`config.mk`:
```
export PLATFORM = sky130hd
export DESIGN_NAME = pwm_guard
export DESIGN_NICKNAME = d
export VERILOG_FILES = /design/src/include/pwm_guard_pkg.sv /design/src/include/pwm_pins_if.sv /design/src/verilog/deadband_edge.sv /design/src/verilog/pwm_guard.sv
export SDC_FILE = /design/constraint.sdc
export NUM_CORES = 1
export LEC_CHECK = 0
export ABC_CLOCK_PERIOD_IN_PS = 2200
export BUFFER_PORTS_ARGS = -buffer_cell sky130_fd_sc_hd__buf_2
export CORE_UTILIZATION = 35
export DETAILED_ROUTE_END_ITERATION = 7
export PLACE_DENSITY_LB_ADDON = 0.05
export SLEW_MARGIN = 20
export SYNTH_ARGS = -nofsm -noshare
export SYNTH_HDL_FRONTEND = slang
export SYNTH_SLANG_ARGS = --single-unit
```
`constraint.sdc`:
```
create_clock -name aclk -period 2.2 [get_ports aclk]
set_input_delay 0.33 -clock aclk [delete_from_list [all_inputs] [get_ports aclk]]
set_output_delay 0.33 -clock aclk [all_outputs]
set_load 0.01 [all_outputs]
```
`src/include/pwm_guard_pkg.sv`:
```
// package: register map, field layout and encodings of the pwm guard block
package pwm_guard_pkg;
	// ------------------------------------------------------------
	// register byte addresses
	// ------------------------------------------------------------
	localparam logic [3:0] addr_shutdown_control = 4'h0;
	localparam logic [3:0] addr_restart_deadband_control = 4'h4;
	localparam logic [3:0] addr_mode_control = 4'h8;
	localparam logic [3:0] addr_status = 4'hC;
	// ------------------------------------------------------------
	// field positions
	// ------------------------------------------------------------
	localparam int flag_bit = 7;
	localparam int source_lsb = 4;
	localparam int pair_ac_lsb = 2;
	localparam int pair_bd_lsb = 0;
	localparam int restart_bit = 7;
	localparam int deadband_width = 7;
	localparam logic [7:0] shutdown_control_reset = 8'h00;
	localparam logic [7:0] restart_deadband_reset = 8'h00;
	localparam logic [1:0] axi_okay = 2'h0;
	localparam logic [1:0] axi_slverr = 2'h2;
	// ------------------------------------------------------------
	// types
	// ------------------------------------------------------------
	typedef enum logic [1:0] {
		mode_single, mode_half_bridge, mode_full_forward, mode_full_reverse
	} bridge_mode_type;
	typedef enum {run_normal, run_shut, run_wait_period} run_state_type;
endpackage

```
`src/include/pwm_pins_if.sv`:
```
// interface: modulated pwm levels and per-pin output enables
interface pwm_pins_if;
	logic [3:0] level;
	logic [3:0] enable;
	modport source (output level, output enable);
	modport sink (input level, input enable);
endinterface

```
`src/verilog/deadband_edge.sv`:
```
// dead band delay on the inactive-to-active edge of one output
module deadband_edge #(
	parameter int width = 7
) (
	input wire logic aclk,
	input wire logic aresetn,
	input wire logic tick,
	input wire logic bypass,
	input wire logic [width-1:0] delay,
	input wire logic raw,
	output logic shaped
);
	logic [width-1:0] count;
	logic [width-1:0] next_count;
	logic next_shaped;

	// falling edges pass at once; rising edges wait delay ticks
	always_comb begin
		next_count = count;
		next_shaped = shaped;
		if (bypass) begin
			next_shaped = raw;
			next_count = '0;
		end else if (!raw) begin
			next_shaped = 1'b0;
			next_count = '0;
		end else if (!shaped) begin
			if (count >= delay) begin
				next_shaped = 1'b1;
			end else if (tick) begin
				next_count = count + 1'b1;
			end
		end
	end

	always_ff @(posedge aclk) begin
		if (!aresetn) begin
			count <= '0;
			shaped <= 1'b0;
		end else begin
			count <= next_count;
			shaped <= next_shaped;
		end
	end

	chk_edge_immediate_off: assert property (@(posedge aclk) disable iff (!aresetn)
		!bypass && !raw |=> !shaped) else $error("active edge not dropped");
	chk_zero_delay_pass: assert property (@(posedge aclk) disable iff (!aresetn)
		!bypass && raw && delay == '0 |=> shaped) else $error("zero delay late");
endmodule

```
`src/verilog/pwm_guard.sv`:
```
// top: auto-shutdown, restart and dead band logic with an axi4-lite slave
module pwm_guard
	import pwm_guard_pkg::*;
#(
	parameter int deadband_width = pwm_guard_pkg::deadband_width
) (
	input wire logic aclk,
	input wire logic aresetn,
	input wire logic [3:0] s_axi_awaddr,
	input wire logic s_axi_awvalid,
	output logic s_axi_awready,
	input wire logic [31:0] s_axi_wdata,
	input wire logic [3:0] s_axi_wstrb,
	input wire logic s_axi_wvalid,
	output logic s_axi_wready,
	output logic [1:0] s_axi_bresp,
	output logic s_axi_bvalid,
	input wire logic s_axi_bready,
	input wire logic [3:0] s_axi_araddr,
	input wire logic s_axi_arvalid,
	output logic s_axi_arready,
	output logic [31:0] s_axi_rdata,
	output logic [1:0] s_axi_rresp,
	output logic s_axi_rvalid,
	input wire logic s_axi_rready,
	input wire logic pwm_raw,
	input wire logic period_start,
	input wire logic cycle_tick,
	input wire logic sync_tick,
	input wire logic [3:0] pin_enable,
	input wire logic int_pin,
	input wire logic comparator_one,
	input wire logic comparator_two,
	output logic pwm_out_a,
	output logic pwm_out_a_oe,
	output logic pwm_out_b,
	output logic pwm_out_b_oe,
	output logic pwm_out_c,
	output logic pwm_out_c_oe,
	output logic pwm_out_d,
	output logic pwm_out_d_oe
);
	import pwm_guard_pkg::*;

	// ------------------------------------------------------------
	// registers
	// ------------------------------------------------------------
	logic shutdown_event_flag;
	logic [2:0] shutdown_source_select;
	logic [1:0] pair_ac_shutdown_state;
	logic [1:0] pair_bd_shutdown_state;
	logic auto_restart_enable;
	logic [deadband_width-1:0] deadband_count;
	bridge_mode_type bridge_mode;
	logic [1:0] output_polarity_select;
	logic comparator_two_sync_enable;
	run_state_type run_state;
	run_state_type next_run_state;

	// ------------------------------------------------------------
	// source synchronisers and comparator-two sync
	// ------------------------------------------------------------
	logic [2:0] int_sync;
	logic [2:0] c1_sync;
	logic [2:0] c2_sync;
	logic int_level;
	logic c1_level;
	logic c2_level;
	logic c2_held;
	logic next_c2_held;
	logic next_int_level;
	logic next_c1_level;
	logic next_c2_level;

	// a level counts once second and third stages agree
	always_comb begin
		next_int_level = (int_sync[1] == int_sync[2]) ? int_sync[2] : int_level;
		next_c1_level = (c1_sync[1] == c1_sync[2]) ? c1_sync[2] : c1_level;
		next_c2_level = (c2_sync[1] == c2_sync[2]) ? c2_sync[2] : c2_level;
		next_c2_held = c2_held;
		if (!comparator_two_sync_enable || sync_tick) begin
			next_c2_held = c2_level;
		end
	end

	always_ff @(posedge aclk) begin
		if (!aresetn) begin
			int_sync <= 3'h7;
			c1_sync <= 3'h0;
			c2_sync <= 3'h0;
			int_level <= 1'b1;
			c1_level <= 1'b0;
			c2_level <= 1'b0;
			c2_held <= 1'b0;
		end else begin
			int_sync <= {int_sync[1:0], int_pin};
			c1_sync <= {c1_sync[1:0], comparator_one};
			c2_sync <= {c2_sync[1:0], comparator_two};
			int_level <= next_int_level;
			c1_level <= next_c1_level;
			c2_level <= next_c2_level;
			c2_held <= next_c2_held;
		end
	end

	// ------------------------------------------------------------
	// shutdown condition decode
	// ------------------------------------------------------------
	// shared by the synced flag path and the raw override path
	function automatic logic source_hit(input logic [2:0] sel,
			input logic pin_low, input logic one, input logic two);
		source_hit = (sel[2] & pin_low) | (sel[0] & one) | (sel[1] & two);
	endfunction

	logic condition;
	logic raw_condition;
	assign condition = source_hit(shutdown_source_select, !int_level,
		c1_level, c2_held);
	// comparator two stays on its synced path when timer sync is on
	assign raw_condition = source_hit(shutdown_source_select, !int_pin,
		comparator_one, comparator_two_sync_enable ? c2_held : comparator_two);

	// ------------------------------------------------------------
	// axi4-lite slave
	// ------------------------------------------------------------
	logic aw_full, w_full, next_aw_full, next_w_full;
	logic [3:0] aw_addr, next_aw_addr;
	logic [31:0] w_data, next_w_data;
	logic w_strb0, next_w_strb0;
	logic next_bvalid, next_rvalid;
	logic [1:0] next_bresp, next_rresp;
	logic [31:0] next_rdata;
	logic do_write;
	logic fw_set, fw_clear;
	logic next_flag;
	logic [7:0] next_sc;
	logic [7:0] next_rd;
	logic [7:0] next_mc;
	logic [7:0] shutdown_control_view;

	assign s_axi_awready = !aw_full && !s_axi_bvalid;
	assign s_axi_wready = !w_full && !s_axi_bvalid;
	assign s_axi_arready = !s_axi_rvalid;
	assign do_write = aw_full && w_full && !s_axi_bvalid;
	assign shutdown_control_view = {shutdown_event_flag, shutdown_source_select,
		pair_ac_shutdown_state, pair_bd_shutdown_state};
	assign fw_set = do_write && aw_addr == addr_shutdown_control && w_strb0
		&& w_data[flag_bit];
	assign fw_clear = do_write && aw_addr == addr_shutdown_control && w_strb0
		&& !w_data[flag_bit] && !condition;

	// bus channels and register writes
	always_comb begin
		next_aw_full = aw_full;
		next_w_full = w_full;
		next_aw_addr = aw_addr;
		next_w_data = w_data;
		next_w_strb0 = w_strb0;
		next_bvalid = s_axi_bvalid && !s_axi_bready;
		next_bresp = s_axi_bresp;
		next_rvalid = s_axi_rvalid && !s_axi_rready;
		next_rresp = s_axi_rresp;
		next_rdata = s_axi_rdata;
		next_sc = shutdown_control_view;
		next_rd = {auto_restart_enable, deadband_count};
		next_mc = {3'h0, comparator_two_sync_enable, output_polarity_select,
			bridge_mode};
		if (s_axi_awvalid && s_axi_awready) begin
			next_aw_full = 1'b1;
			next_aw_addr = s_axi_awaddr;
		end
		if (s_axi_wvalid && s_axi_wready) begin
			next_w_full = 1'b1;
			next_w_data = s_axi_wdata;
			next_w_strb0 = s_axi_wstrb[0];
		end
		if (do_write) begin
			next_aw_full = 1'b0;
			next_w_full = 1'b0;
			next_bvalid = 1'b1;
			next_bresp = axi_okay;
			case (aw_addr)
				addr_shutdown_control: if (w_strb0) next_sc = w_data[7:0];
				addr_restart_deadband_control: if (w_strb0) next_rd = w_data[7:0];
				addr_mode_control: if (w_strb0) next_mc = w_data[7:0];
				addr_status: next_bresp = axi_okay;
				default: next_bresp = axi_slverr;
			endcase
		end
		if (s_axi_arvalid && s_axi_arready) begin
			next_rvalid = 1'b1;
			next_rresp = axi_okay;
			case (s_axi_araddr)
				addr_shutdown_control: next_rdata = {24'h0, shutdown_control_view};
				addr_restart_deadband_control:
					next_rdata = {24'h0, auto_restart_enable, deadband_count};
				addr_mode_control: next_rdata = {24'h0, next_mc};
				addr_status: next_rdata = {28'h0, c2_held, c1_level, !int_level,
					run_state != run_normal};
				default: begin
					next_rdata = 32'h0;
					next_rresp = axi_slverr;
				end
			endcase
		end
	end

	// flag: hardware set wins over any clear
	always_comb begin
		next_flag = shutdown_event_flag;
		if (fw_clear) next_flag = 1'b0;
		if (auto_restart_enable && shutdown_event_flag && !condition)
			next_flag = 1'b0;
		if (condition || fw_set) next_flag = 1'b1;
	end

	always_ff @(posedge aclk) begin
		if (!aresetn) begin
			aw_full <= 1'b0;
			w_full <= 1'b0;
			aw_addr <= 4'h0;
			w_data <= 32'h0;
			w_strb0 <= 1'b0;
			s_axi_bvalid <= 1'b0;
			s_axi_bresp <= axi_okay;
			s_axi_rvalid <= 1'b0;
			s_axi_rresp <= axi_okay;
			s_axi_rdata <= 32'h0;
			shutdown_event_flag <= shutdown_control_reset[flag_bit];
			{shutdown_source_select, pair_ac_shutdown_state,
				pair_bd_shutdown_state} <= shutdown_control_reset[6:0];
			{auto_restart_enable, deadband_count} <= restart_deadband_reset;
			{comparator_two_sync_enable, output_polarity_select} <= 3'h0;
			bridge_mode <= mode_single;
		end else begin
			aw_full <= next_aw_full;
			w_full <= next_w_full;
			aw_addr <= next_aw_addr;
			w_data <= next_w_data;
			w_strb0 <= next_w_strb0;
			s_axi_bvalid <= next_bvalid;
			s_axi_bresp <= next_bresp;
			s_axi_rvalid <= next_rvalid;
			s_axi_rresp <= next_rresp;
			s_axi_rdata <= next_rdata;
			shutdown_event_flag <= next_flag;
			{shutdown_source_select, pair_ac_shutdown_state,
				pair_bd_shutdown_state} <= next_sc[6:0];
			auto_restart_enable <= next_rd[restart_bit];
			deadband_count <= next_rd[deadband_width-1:0];
			{comparator_two_sync_enable, output_polarity_select} <= next_mc[4:2];
			bridge_mode <= bridge_mode_type'(next_mc[1:0]);
		end
	end

	// ------------------------------------------------------------
	// restart sequencing
	// ------------------------------------------------------------
	// flag cleared and condition gone still waits for a period boundary
	always_comb begin
		case (run_state)
			run_normal: next_run_state = shutdown_event_flag ? run_shut : run_normal;
			run_shut: next_run_state = (!shutdown_event_flag && !condition)
				? run_wait_period : run_shut;
			run_wait_period: begin
				if (shutdown_event_flag) next_run_state = run_shut;
				else if (period_start) next_run_state = run_normal;
				else next_run_state = run_wait_period;
			end
			default: next_run_state = run_shut;
		endcase
	end

	always_ff @(posedge aclk) begin
		if (!aresetn) run_state <= run_normal;
		else run_state <= next_run_state;
	end

	// ------------------------------------------------------------
	// modulation, dead band and override
	// ------------------------------------------------------------
	pwm_pins_if pins();
	logic half;
	logic [1:0] shaped;
	assign half = bridge_mode == mode_half_bridge;

	// a and b in half bridge get the dead band; full bridge bypasses it
	deadband_edge #(.width(deadband_width)) edge_a (.aclk(aclk),
		.aresetn(aresetn), .tick(cycle_tick), .bypass(!half),
		.delay(deadband_count), .raw(pwm_raw), .shaped(shaped[0]));
	deadband_edge #(.width(deadband_width)) edge_b (.aclk(aclk),
		.aresetn(aresetn), .tick(cycle_tick), .bypass(!half),
		.delay(deadband_count), .raw(!pwm_raw), .shaped(shaped[1]));

	// active levels per pin before polarity
	always_comb begin
		case (bridge_mode)
			mode_half_bridge: pins.level = {1'b0, 1'b0, shaped[1], shaped[0]};
			mode_full_forward: pins.level = {pwm_raw, 1'b0, 1'b0, 1'b1};
			mode_full_reverse: pins.level = {1'b0, 1'b1, pwm_raw, 1'b0};
			default: pins.level = {3'h0, pwm_raw};
		endcase
	end
	assign pins.enable = pin_enable;

	// shutdown forced without waiting for the clock
	logic shut_now;
	logic [3:0] drive;
	logic [3:0] oe;
	assign shut_now = raw_condition || shutdown_event_flag
		|| run_state != run_normal;
	generate
		for (genvar i = 0; i < 4; i++) begin : g_pin
			logic [1:0] st;
			logic pol;
			assign st = (i % 2 == 1) ? pair_bd_shutdown_state
				: pair_ac_shutdown_state;
			assign pol = (i % 2 == 1) ? output_polarity_select[1]
				: output_polarity_select[0];
			assign drive[i] = shut_now ? st[0] : pins.level[i] ^ pol;
			assign oe[i] = pins.enable[i] && !(shut_now && st[1]);
		end
	endgenerate
	assign {pwm_out_d, pwm_out_c, pwm_out_b, pwm_out_a} = drive;
	assign {pwm_out_d_oe, pwm_out_c_oe, pwm_out_b_oe, pwm_out_a_oe} = oe;

	// ------------------------------------------------------------
	// checks
	// ------------------------------------------------------------
	chk_flag_on_condition: assert property (@(posedge aclk) disable iff (!aresetn)
		condition |=> shutdown_event_flag) else $error("flag not set");
	chk_write_blocked: assert property (@(posedge aclk) disable iff (!aresetn)
		condition && shutdown_event_flag |=> shutdown_event_flag)
		else $error("flag cleared under condition");
	chk_auto_clear: assert property (@(posedge aclk) disable iff (!aresetn)
		auto_restart_enable && shutdown_event_flag && !condition && !fw_set
		|=> !shutdown_event_flag) else $error("auto restart failed");
	chk_manual_hold: assert property (@(posedge aclk) disable iff (!aresetn)
		!auto_restart_enable && shutdown_event_flag && !fw_clear
		|=> shutdown_event_flag) else $error("flag lost");
	chk_period_restart: assert property (@(posedge aclk) disable iff (!aresetn)
		run_state == run_wait_period && !period_start && !shutdown_event_flag
		|=> run_state == run_wait_period) else $error("mid period restart");
	chk_pin_override: assert property (@(posedge aclk) disable iff (!aresetn)
		shut_now && pair_ac_shutdown_state == 2'b01 |-> pwm_out_a)
		else $error("pair ac not high");
	chk_tristate_bd: assert property (@(posedge aclk) disable iff (!aresetn)
		shut_now && pair_bd_shutdown_state[1] |-> !pwm_out_b_oe && !pwm_out_d_oe)
		else $error("pair bd driven");
	chk_fw_set: assert property (@(posedge aclk) disable iff (!aresetn)
		fw_set |=> shutdown_event_flag ##1 run_state != run_normal)
		else $error("fw set ignored");
	cov_auto_restart: cover property (@(posedge aclk) disable iff (!aresetn)
		auto_restart_enable && $fell(shutdown_event_flag));
	cov_manual_restart: cover property (@(posedge aclk) disable iff (!aresetn)
		fw_clear && shutdown_event_flag);
	cov_resume: cover property (@(posedge aclk) disable iff (!aresetn)
		run_state == run_wait_period && period_start);
endmodule

```
# Word level (Yosys, flattened, before mapping)
# Cells that the tools add are included.
[op_classes] order_cmp=2 eq_ne=14 addsub=2 reduce_logical=56 muxes=30 n_bitwise=20
[ops] op="32-bit by 1-bit equality test with 1-bit output, second input constant" n=1
[ops] op="32-bit by 2-bit equality test with 1-bit output, second input constant" n=1
[ops] op="32-bit logical NOT" n=1
[ops] op="8-bit case mux with 4 select lines" n=1
[ops] op="32-bit nonzero test" n=1
[ops] op="8-bit two-way mux" n=3
[ops] op="1-bit logical AND" n=23
[ops] op="1-bit two-way mux" n=19
[ops] op="4-bit equality test, second input constant" n=4
[ops] op="1-bit logical NOT" n=15
[ops] op="3-bit AND reduction" n=5
[ops] op="7-bit by 1-bit adder with 7-bit output, second input constant" n=2
[ops] op="7-bit greater-or-equal comparator" n=2
[ops] op="4-bit case mux with 3 select lines" n=1
[ops] op="2-bit two-way mux" n=5
[ops] op="4-bit by 3-bit equality test with 1-bit output, second input constant" n=2
[ops] op="4-bit logical NOT" n=2
[ops] op="4-bit OR reduction" n=2
[ops] op="1-bit AND" n=6
[ops] op="1-bit inverter" n=6
[ops] op="2-bit case mux with 3 select lines" n=1
[ops] op="2-bit equality test, second input constant" n=2
[ops] op="1-bit logical OR" n=4
[ops] op="1-bit bitwise OR" n=4
[ops] op="6 further kinds" n=11
[word_totals] reg_bits=135

# Depth between registers and ports, before layout
# Gate-level depths: netlist of run 1.
[logic_depth] word_depth=9 mapped_depth=7 depth_no_buf=7

# By module
# A second synthesis of run 1 with hierarchy kept.
[hier_totals] cells_unflattened=449 hier_area_um2=4015.1
[modules_own_cells] module="pwm_guard" seq_area_each_um2=1261.2 n_inst=1 area_each_um2=2901.5 cells_each=315
[modules_own_cells] module="deadband_edge" seq_area_each_um2=160.2 n_inst=2 area_each_um2=556.8 cells_each=67

# Worst setup path before layout of run 1
# OpenSTA, ideal clock, no wires.
[synth_path] path_type="reg2reg" from="register deadband_count[6]" to="register edge_a.count[6]" arrival_ns=1.813 required_time_ns=2.084 synth_period_minus_slack_ns=1.929 path_stages_with_launch=8 path_buffers=0 setup_ns=0.116 setup_slack_ns=0.271 path_cell_list="dfxtp_1 -> inv_1 -> ha_1 -> a211oi_1 -> o211ai_1 -> a21oi_1 -> a211oi_1 -> a31o_2"
[synth_between] elab_chain_len=3
[synth_lines] item="from (decl)" line_no="pwm_guard.sv:53" rtl="logic [deadband_width-1:0] deadband_count;"
[synth_lines] item="from (signal assigned)" line_no="pwm_guard.sv:232" rtl="{auto_restart_enable, deadband_count} <= restart_deadband_reset;"
[synth_lines] item="from (signal assigned)" line_no="pwm_guard.sv:250" rtl="deadband_count <= next_rd[deadband_width-1:0];"
[synth_lines] item="7-bit greater-or-equal comparator" line_no="deadband_edge.sv:28" rtl="if (count >= delay) begin"
[synth_lines] item="1-bit inverter (no source line)"
[synth_lines] item="3-bit AND reduction (no source line)"
[synth_lines] item="to (signal assigned)" line_no="deadband_edge.sv:41" rtl="count <= next_count;"
[synth_lines] item="to (decl)" line_no="deadband_edge.sv:13" rtl="logic [width-1:0] count;"
# No other way between the ends.
# A chain may end at the register's enable or synchronous reset.

# Final worst setup path of run 1
[layout_path] from="register comparator_two_sync_enable" to="output port pwm_out_d"
[layout_between] elab_chain_len=6
[layout_lines] item="from (decl)" line_no="pwm_guard.sv:56" rtl="logic comparator_two_sync_enable;"
[layout_lines] item="from (signal assigned)" line_no="pwm_guard.sv:251" rtl="{comparator_two_sync_enable, output_polarity_select} <= next_mc[4:2];"
[layout_lines] item="1-bit two-way mux" line_no="pwm_guard.sv:121" rtl="comparator_one, comparator_two_sync_enable ? c2_held : comparator_two);"
[layout_lines] item="1-bit AND" line_no="pwm_guard.sv:112" rtl="source_hit = (sel[2] & pin_low) | (sel[0] & one) | (sel[1] & two);"
[layout_lines] item="1-bit bitwise OR" line_no="pwm_guard.sv:112"
[layout_lines] item="1-bit logical OR" line_no="pwm_guard.sv:310" rtl="assign shut_now = raw_condition || shutdown_event_flag"
[layout_lines] item="1-bit logical OR" line_no="pwm_guard.sv:311" rtl="|| run_state != run_normal;"
[layout_lines] item="1-bit two-way mux" line_no="pwm_guard.sv:320" rtl="assign drive[i] = shut_now ? st[0] : pins.level[i] ^ pol;"
[layout_lines] item="to (decl)" line_no="pwm_guard.sv:40" rtl="output logic pwm_out_d,"
# No other way between the ends.

==> impl_metrics.env, run 1 <==
export IMPL_fin_worst_hold_slack_ns=0.187
export IMPL_floorplan_die_area_sq_mm=0.0116
export IMPL_share_of_layout_cells_above_drive_strength_1_pct=18.4
export IMPL_row_count=38
export IMPL_fin_crit_sh_pct=95.9
export IMPL_ctsHtreeMaxLevel=3
export IMPL_clock_skew_final_ns=0.0115
export IMPL_setup_violations_final=0
export IMPL_finalNetCount=590
export IMPL_synthDominantAreaCellType="dfxtp_1"
export IMPL_timing_worst_setup_path_type="flip-flop to output pin"
export IMPL_hold_path_class="input pin to flip-flop"
export IMPL_ranking_of_synthesized_cells_by_area="dfxtp_1 (40%), mux2i_1 (7.2%), nand2_1 (5.8%)"
export IMPL_leakage_nw=1.85
export IMPL_power_per_cell_area_mw_per_mm2=630
export IMPL_grt_start_max_net_pins=32
export IMPL_critical_path_top_delay_family="buffers and inverters"
export IMPL_detail_route_drc_violations=0
export IMPL_ys_ff_latch=79
export IMPL_detail_route_first_pass_iterations=4
export IMPL_cts_sinks=79
export IMPL_io_buffer_count=57
export IMPL_post_cts_hold_buffer_count=0
export IMPL_report_final_slew_viol_count=0
export IMPL_vdd_ir_drop_worst_mv=0.231
export IMPL_ant_nets=0
export IMPL_yosysWarningCount=0
export IMPL_grt_overflow_total=0
export IMPL_timing_final_hold_violations=0
export IMPL_max_freq_mhz=474
export IMPL_slew_limit_headroom_pct=63.9
export IMPL_floorplan_initialDensity_pct=36.0
export IMPL_globalplace_congestion=0.820
export IMPL_critPathSlowestCell="dfxtp_2"
export IMPL_worst_skew_pair_late_latency_ns=0.36
export IMPL_wire_length_of_the_first_global_routing_pass_mm=14.7
export IMPL_cp_data_arrival_time_ns=1.78
export IMPL_vias_per_cell=4.80
export IMPL_antenna_violations_before_repair=0
export IMPL_endpoint_kind="output pin"
export IMPL_ys_async_sr_fraction_pct=0
export IMPL_finalWorstPathRequiredPeriod_ns=2.11
export IMPL_cp_data_required_time_ns=1.87
export IMPL_insertedDiodeCount=0
export IMPL_mostFrequentLayoutCell="dfxtp_1"
export IMPL_yosysUniqueCellTypes=44
export IMPL_die_height_microns=108
export IMPL_layout_core_utilization_pct=41.1
export IMPL_die_w_microns=108
export IMPL_sequential_fraction_of_the_synthesis_area_pct=40.4
export IMPL_postSynth_topFlopCell="dfxtp_1"
export IMPL_synthDominantCellAreaShare_pct=40.4
export IMPL_drt_wl_total_mm=9.11
export IMPL_setup_worst_path_start_class="flip-flop"
export IMPL_placeableCoreArea_sq_mm=0.0109
export IMPL_critical_path_max_fanout=8
export IMPL_synthesis_area_per_instance_sq_um=8.70
export IMPL_clkTransAtPathRegs_ns=0.09
export IMPL_syn_inst=450
export IMPL_final_cell_mix="dfxtp_1 (78), nand2_1 (61), buf_2 (57)"
export IMPL_status="complete, no violations"
export IMPL_post_synth_instance_area_sq_mm=0.00392
export IMPL_syn2layout_area_growth_pct=14.2
export IMPL_detailedPlacementHpwl_mm=6.75
export IMPL_synth_edff_count=0
export IMPL_cts_buffers=9
export IMPL_power_total_mw=2.82
export IMPL_worst_path_cell_chain="mux2_2 -> nand2_1 -> nand4_1 -> buf_4 -> o21ai_0 -> buf_2"
export IMPL_tightest_slew_ns=0.542
export IMPL_groute_usage_overall_pct=16.7
export IMPL_cap_violations=0
export IMPL_routedWlPerCell_microns=13.9
export IMPL_ios=111
export IMPL_critPathBufInv=2
export IMPL_first_global_vias=2853
export IMPL_tns_ns=0
export IMPL_critical_path_max_stage_delay_ns=0.35
export IMPL_routed_via_count=3156
export IMPL_cts_tree="done"
export IMPL_cts_root_buffer="clkbuf_8"
export IMPL_cts_path_max_buffers=2
export IMPL_dr_first_iter_drc_count=99
[layer usage]
metal,vias to the layer above,track usage [%],wire length (microns)
li1,1605,-,-
met4,0,5.28,104
met3,13,3.75,381
met2,89,25.0,3950
met5,-,0,0
met1,1449,23.6,4680
[where the power goes]
| group | leakage (nW) | switching (mW) | internal [mW] |
|---|---|---|---|
| Sequential | 0.642 | 0.0297 | 1.46 |
| Clock | 0.0891 | 0.575 | 0.531 |
| Combinational | 1.12 | 0.133 | 0.0849 |
[through the flow]
step / worst slack, ns / instance area, sq um / instances
2_1_floorplan: 0.271 / 4010 / 475
3_3_place_gp: 0.158 / 4250 / 638
3_5_place_dp: 0.137 / 4250 / 638
4_1_cts: 0.0162 / 4450 / 655
5_1_grt: -0.00381 / 4470 / 657
6_report: 0.0898 / 4470 / 657
[cell usage after synthesis (11+ instances only)]
library cell / n
nor2_1: 38
o21ai_0: 16
a21oi_1: 29
nand2_1: 61
and2_1: 13
dfxtp_1: 79
nor2b_1: 16
inv_1: 16
buf_4: 26
mux2i_1: 28
clkbuf_1: 11
ha_1: 16
[path summary, 6_finish.rpt]
kind | from | endpoint | slack, ns | depth (start not counted)
max reg2reg | deadband_count[6] | edge_a.count[5] | 0.17 | 7
min reg2reg | int_sync[0] | int_sync[1] | 0.42 | 1
max | comparator_two_sync_enable | pwm_out_d | 0.09 | 6
min | comparator_two | c2_sync[0] | 0.19 | 2
[layout make-up]
type                            instances  area (sq um)
Timing Repair Buffer                   67           360
Multi-Input combinational cell        339          2100
Tap cell                              140           175
Clock inverter                          6          70.1
Sequential cell                        79          1580
Fill cell                            1129          6410
Clock buffer                           10           128
Inverter                               16          60.1
[flip-flops by register name, summed over array words and instances, names as in the netlist, 2 cells and up]
| signal | cells |
|---|---|
| s_axi_rdata | 8 |
| g_pin.st | 4 |
| bridge_mode | 2 |
| aw_addr | 4 |
| output_polarity_select | 2 |
| deadband_count | 7 |
| shutdown_source_select | 3 |
| edge_b.count | 7 |
| int_sync | 3 |
| run_state | 2 |
| c1_sync | 3 |
| w_data | 8 |
| edge_a.count | 7 |
| c2_sync | 3 |
[repair_timing]
item	4_1_cts	5_1_grt
hold endpoints to repair	0	0
gates resized for setup	3	2
setup endpoints to repair	8	12
setup buffers	1	2
pin swaps	1	2
[kinds of logic after synthesis]
logic type               Yosys count  share of synthesized area [%]
AND/OR/NAND/NOR                  167                           20.9
AO/OA/AOI/OAI                     87                           14.3
flip-flops                        79                           40.4
buffers and inverters             57                           8.56
multiplexers                      30                           7.73
adder cells (fa/ha/maj)           16                           5.11
XOR/XNOR                          13                           2.91
other                              1                         0.0958
No activity file was read; power rests on OpenSTA's default activity.
==> run 2, diff against run 1 <==
==> constraint.sdc (replaced) <==
create_clock -name aclk -period 2.2 [get_ports aclk]
set_input_delay 0.33 -clock aclk [delete_from_list [all_inputs] [get_ports aclk]]
set_output_delay 0.33 -clock aclk [all_outputs]
set_load 0.1 [all_outputs]
==> run 2 against run 1 <==
  * Routed wire length rose by 1.7%
  * Largest power group unchanged
  * Total power rose by 10%
  * Global-route usage rose by 0.63 points
  * Highest routed layer unchanged
  * Worst hold slack got worse by 0.020 ns
  * Cell count rose by 0.61%
  * Largest cell class unchanged
  * Register-to-register slack improved by 0.02 ns
  * Clock skew rose by 0.0043 ns
  * Clock-buffer cell count did not move
  * Sequential cell count did not move
  * First-iteration DRC count fell by 13%
==> impl_metrics.env, run 2 (same netlist as run 1, synthesis figures left out) <==
export IMPL_finalNetCount=594
export IMPL_final_cell_mix="dfxtp_1 (78), nand2_1 (59), buf_2 (49)"
export IMPL_layout_core_utilization_pct=43.1
export IMPL_cts_tree="done"
export IMPL_critPathBufInv=2
export IMPL_final_instance_count_excl_fill=661
export IMPL_post_cts_hold_buffer_count=0
export IMPL_mostFrequentLayoutCell="dfxtp_1"
export IMPL_critical_path_max_stage_delay_ns=0.36
export IMPL_critPathSlowestCell="dfxtp_2"
export IMPL_cp_data_arrival_time_ns=1.78
export IMPL_insertedDiodeCount=0
export IMPL_cts_sinks=79
export IMPL_floorplan_initialDensity_pct=36.0
export IMPL_power_per_cell_area_mw_per_mm2=662
export IMPL_vdd_ir_drop_worst_mv=0.256
export IMPL_first_global_vias=3008
export IMPL_critical_path_max_fanout=8
export IMPL_share_of_layout_cells_above_drive_strength_1_pct=21.3
export IMPL_clkTransAtPathRegs_ns=0.10
export IMPL_endpoint_kind="output pin"
export IMPL_reg_top3="s_axi_rdata x8, w_data x8"
export IMPL_post_place_ws_ns=0.0965
export IMPL_clock_skew_final_ns=0.0158
export IMPL_die_w_microns=108
export IMPL_finalWorstPathRequiredPeriod_ns=2.11
export IMPL_filler_cell_count=1138
export IMPL_globalplace_congestion=0.775
export IMPL_tightest_slew_ns=0.571
export IMPL_slew_limit_headroom_pct=61.7
export IMPL_drt_wl_total_mm=9.26
export IMPL_setup_worst_path_start_class="flip-flop"
export IMPL_detail_route_first_pass_iterations=4
export IMPL_fin_worst_hold_slack_ns=0.167
export IMPL_instance_count_after_placement_with_tap_cells_included=642
export IMPL_detailedPlacementHpwl_mm=6.96
export IMPL_layout_cell_area_non_filler_sq_mm=0.00469
export IMPL_placed_area_sq_mm=0.00443
export IMPL_ant_nets=0
export IMPL_leakage_nw=1.98
export IMPL_antenna_violations_before_repair=0
export IMPL_die_height_microns=108
export IMPL_dr_first_iter_drc_count=86
export IMPL_placeableCoreArea_sq_mm=0.0109
export IMPL_cts_buffers=9
export IMPL_cap_violations=0
export IMPL_cp_data_required_time_ns=1.87
export IMPL_grt_overflow_total=0
export IMPL_finalWorstSetupSlack_ns=0.0899
export IMPL_row_count=38
export IMPL_groute_usage_overall_pct=17.4
export IMPL_floorplan_die_area_sq_mm=0.0116
export IMPL_setup_violations_final=0
export IMPL_report_final_slew_viol_count=0
export IMPL_worst_skew_pair_late_latency_ns=0.36
export IMPL_detail_route_drc_violations=0
export IMPL_routedWlPerCell_microns=14.0
export IMPL_vias_per_cell=4.73
export IMPL_wire_length_of_the_first_global_routing_pass_mm=15.5
export IMPL_max_freq_mhz=474
export IMPL_critical_path_top_delay_family="buffers and inverters"
export IMPL_ctsHtreeMaxLevel=3
export IMPL_status="complete, no violations"
export IMPL_timing_worst_setup_path_type="flip-flop to output pin"
export IMPL_grt_start_max_net_pins=22
export IMPL_worst_path_cell_chain="mux2_4 -> nand2_1 -> nand4_1 -> buf_6 -> o21ai_2 -> buf_12"
export IMPL_hold_path_class="input pin to flip-flop"
export IMPL_routed_via_count=3127
export IMPL_cts_path_max_buffers=2
export IMPL_syn2layout_area_growth_pct=19.8
export IMPL_ios=111
export IMPL_cts_root_buffer="clkbuf_8"
export IMPL_io_buffer_count=57
export IMPL_timing_final_hold_violations=0
export IMPL_fin_crit_sh_pct=95.9
## run 2: final cells by class
cell class / instances / area [sq um] / area share, %
inverters: 16 / 60.1 / 1.28
clock buffers: 10 / 138 / 2.93
well taps: 140 / 175 / 3.73
clock inverters: 6 / 57.6 / 1.23
repair buffers: 71 / 527 / 11.2
flip-flops and latches: 79 / 1580 / 33.7
multi-input cells: 339 / 2150 / 45.9
## run 2: worst paths after layout
kind / startpoint / to / slack, ns / cells past startpoint
worst max-delay path: comparator_two_sync_enable / pwm_out_b / 0.09 / 6
worst min-delay path: int_pin / int_sync[0] / 0.17 / 2
worst max register to register: deadband_count[6] / edge_a.count[5] / 0.19 / 7
worst min register to register: int_sync[0] / int_sync[1] / 0.42 / 1
## run 2: repair_timing
| item | CTS | global route |
|---|---|---|
| pin swaps | 0 | 5 |
| endpoints found under the hold margin | 0 | 0 |
| endpoints found under the setup margin | 8 | 12 |
| resized for setup | 4 | 11 |
| buffers inserted | 0 | 3 |
## run 2: routing by layer
| layer | vias to the layer above | part of all wire, % | global-route usage [%] |
|---|---|---|---|
| li1 | 1621 | - | - |
| met1 | 1427 | 53 | 25.3 |
| met2 | 69 | 42 | 26.0 |
| met3 | 10 | 3.2 | 2.48 |
| met4 | 0 | 1.2 | 5.58 |
| met5 | - | 0 | 0 |
## run 2: power breakdown
group / internal, mW / switching [mW]
registers: 1.46 / 0.0309
clock network: 0.471 / 0.606
logic: 0.115 / 0.420
## run 2: stage by stage
stage / setup TNS, ns / power, mW
finish: 0 / 3.11
global route: -0.00787 / 3.24
CTS: -0.0902 / 3.14
detailed placement: 0 / 2.06
global placement: 0 / 2.05
floorplan: -1.99 / 1.98
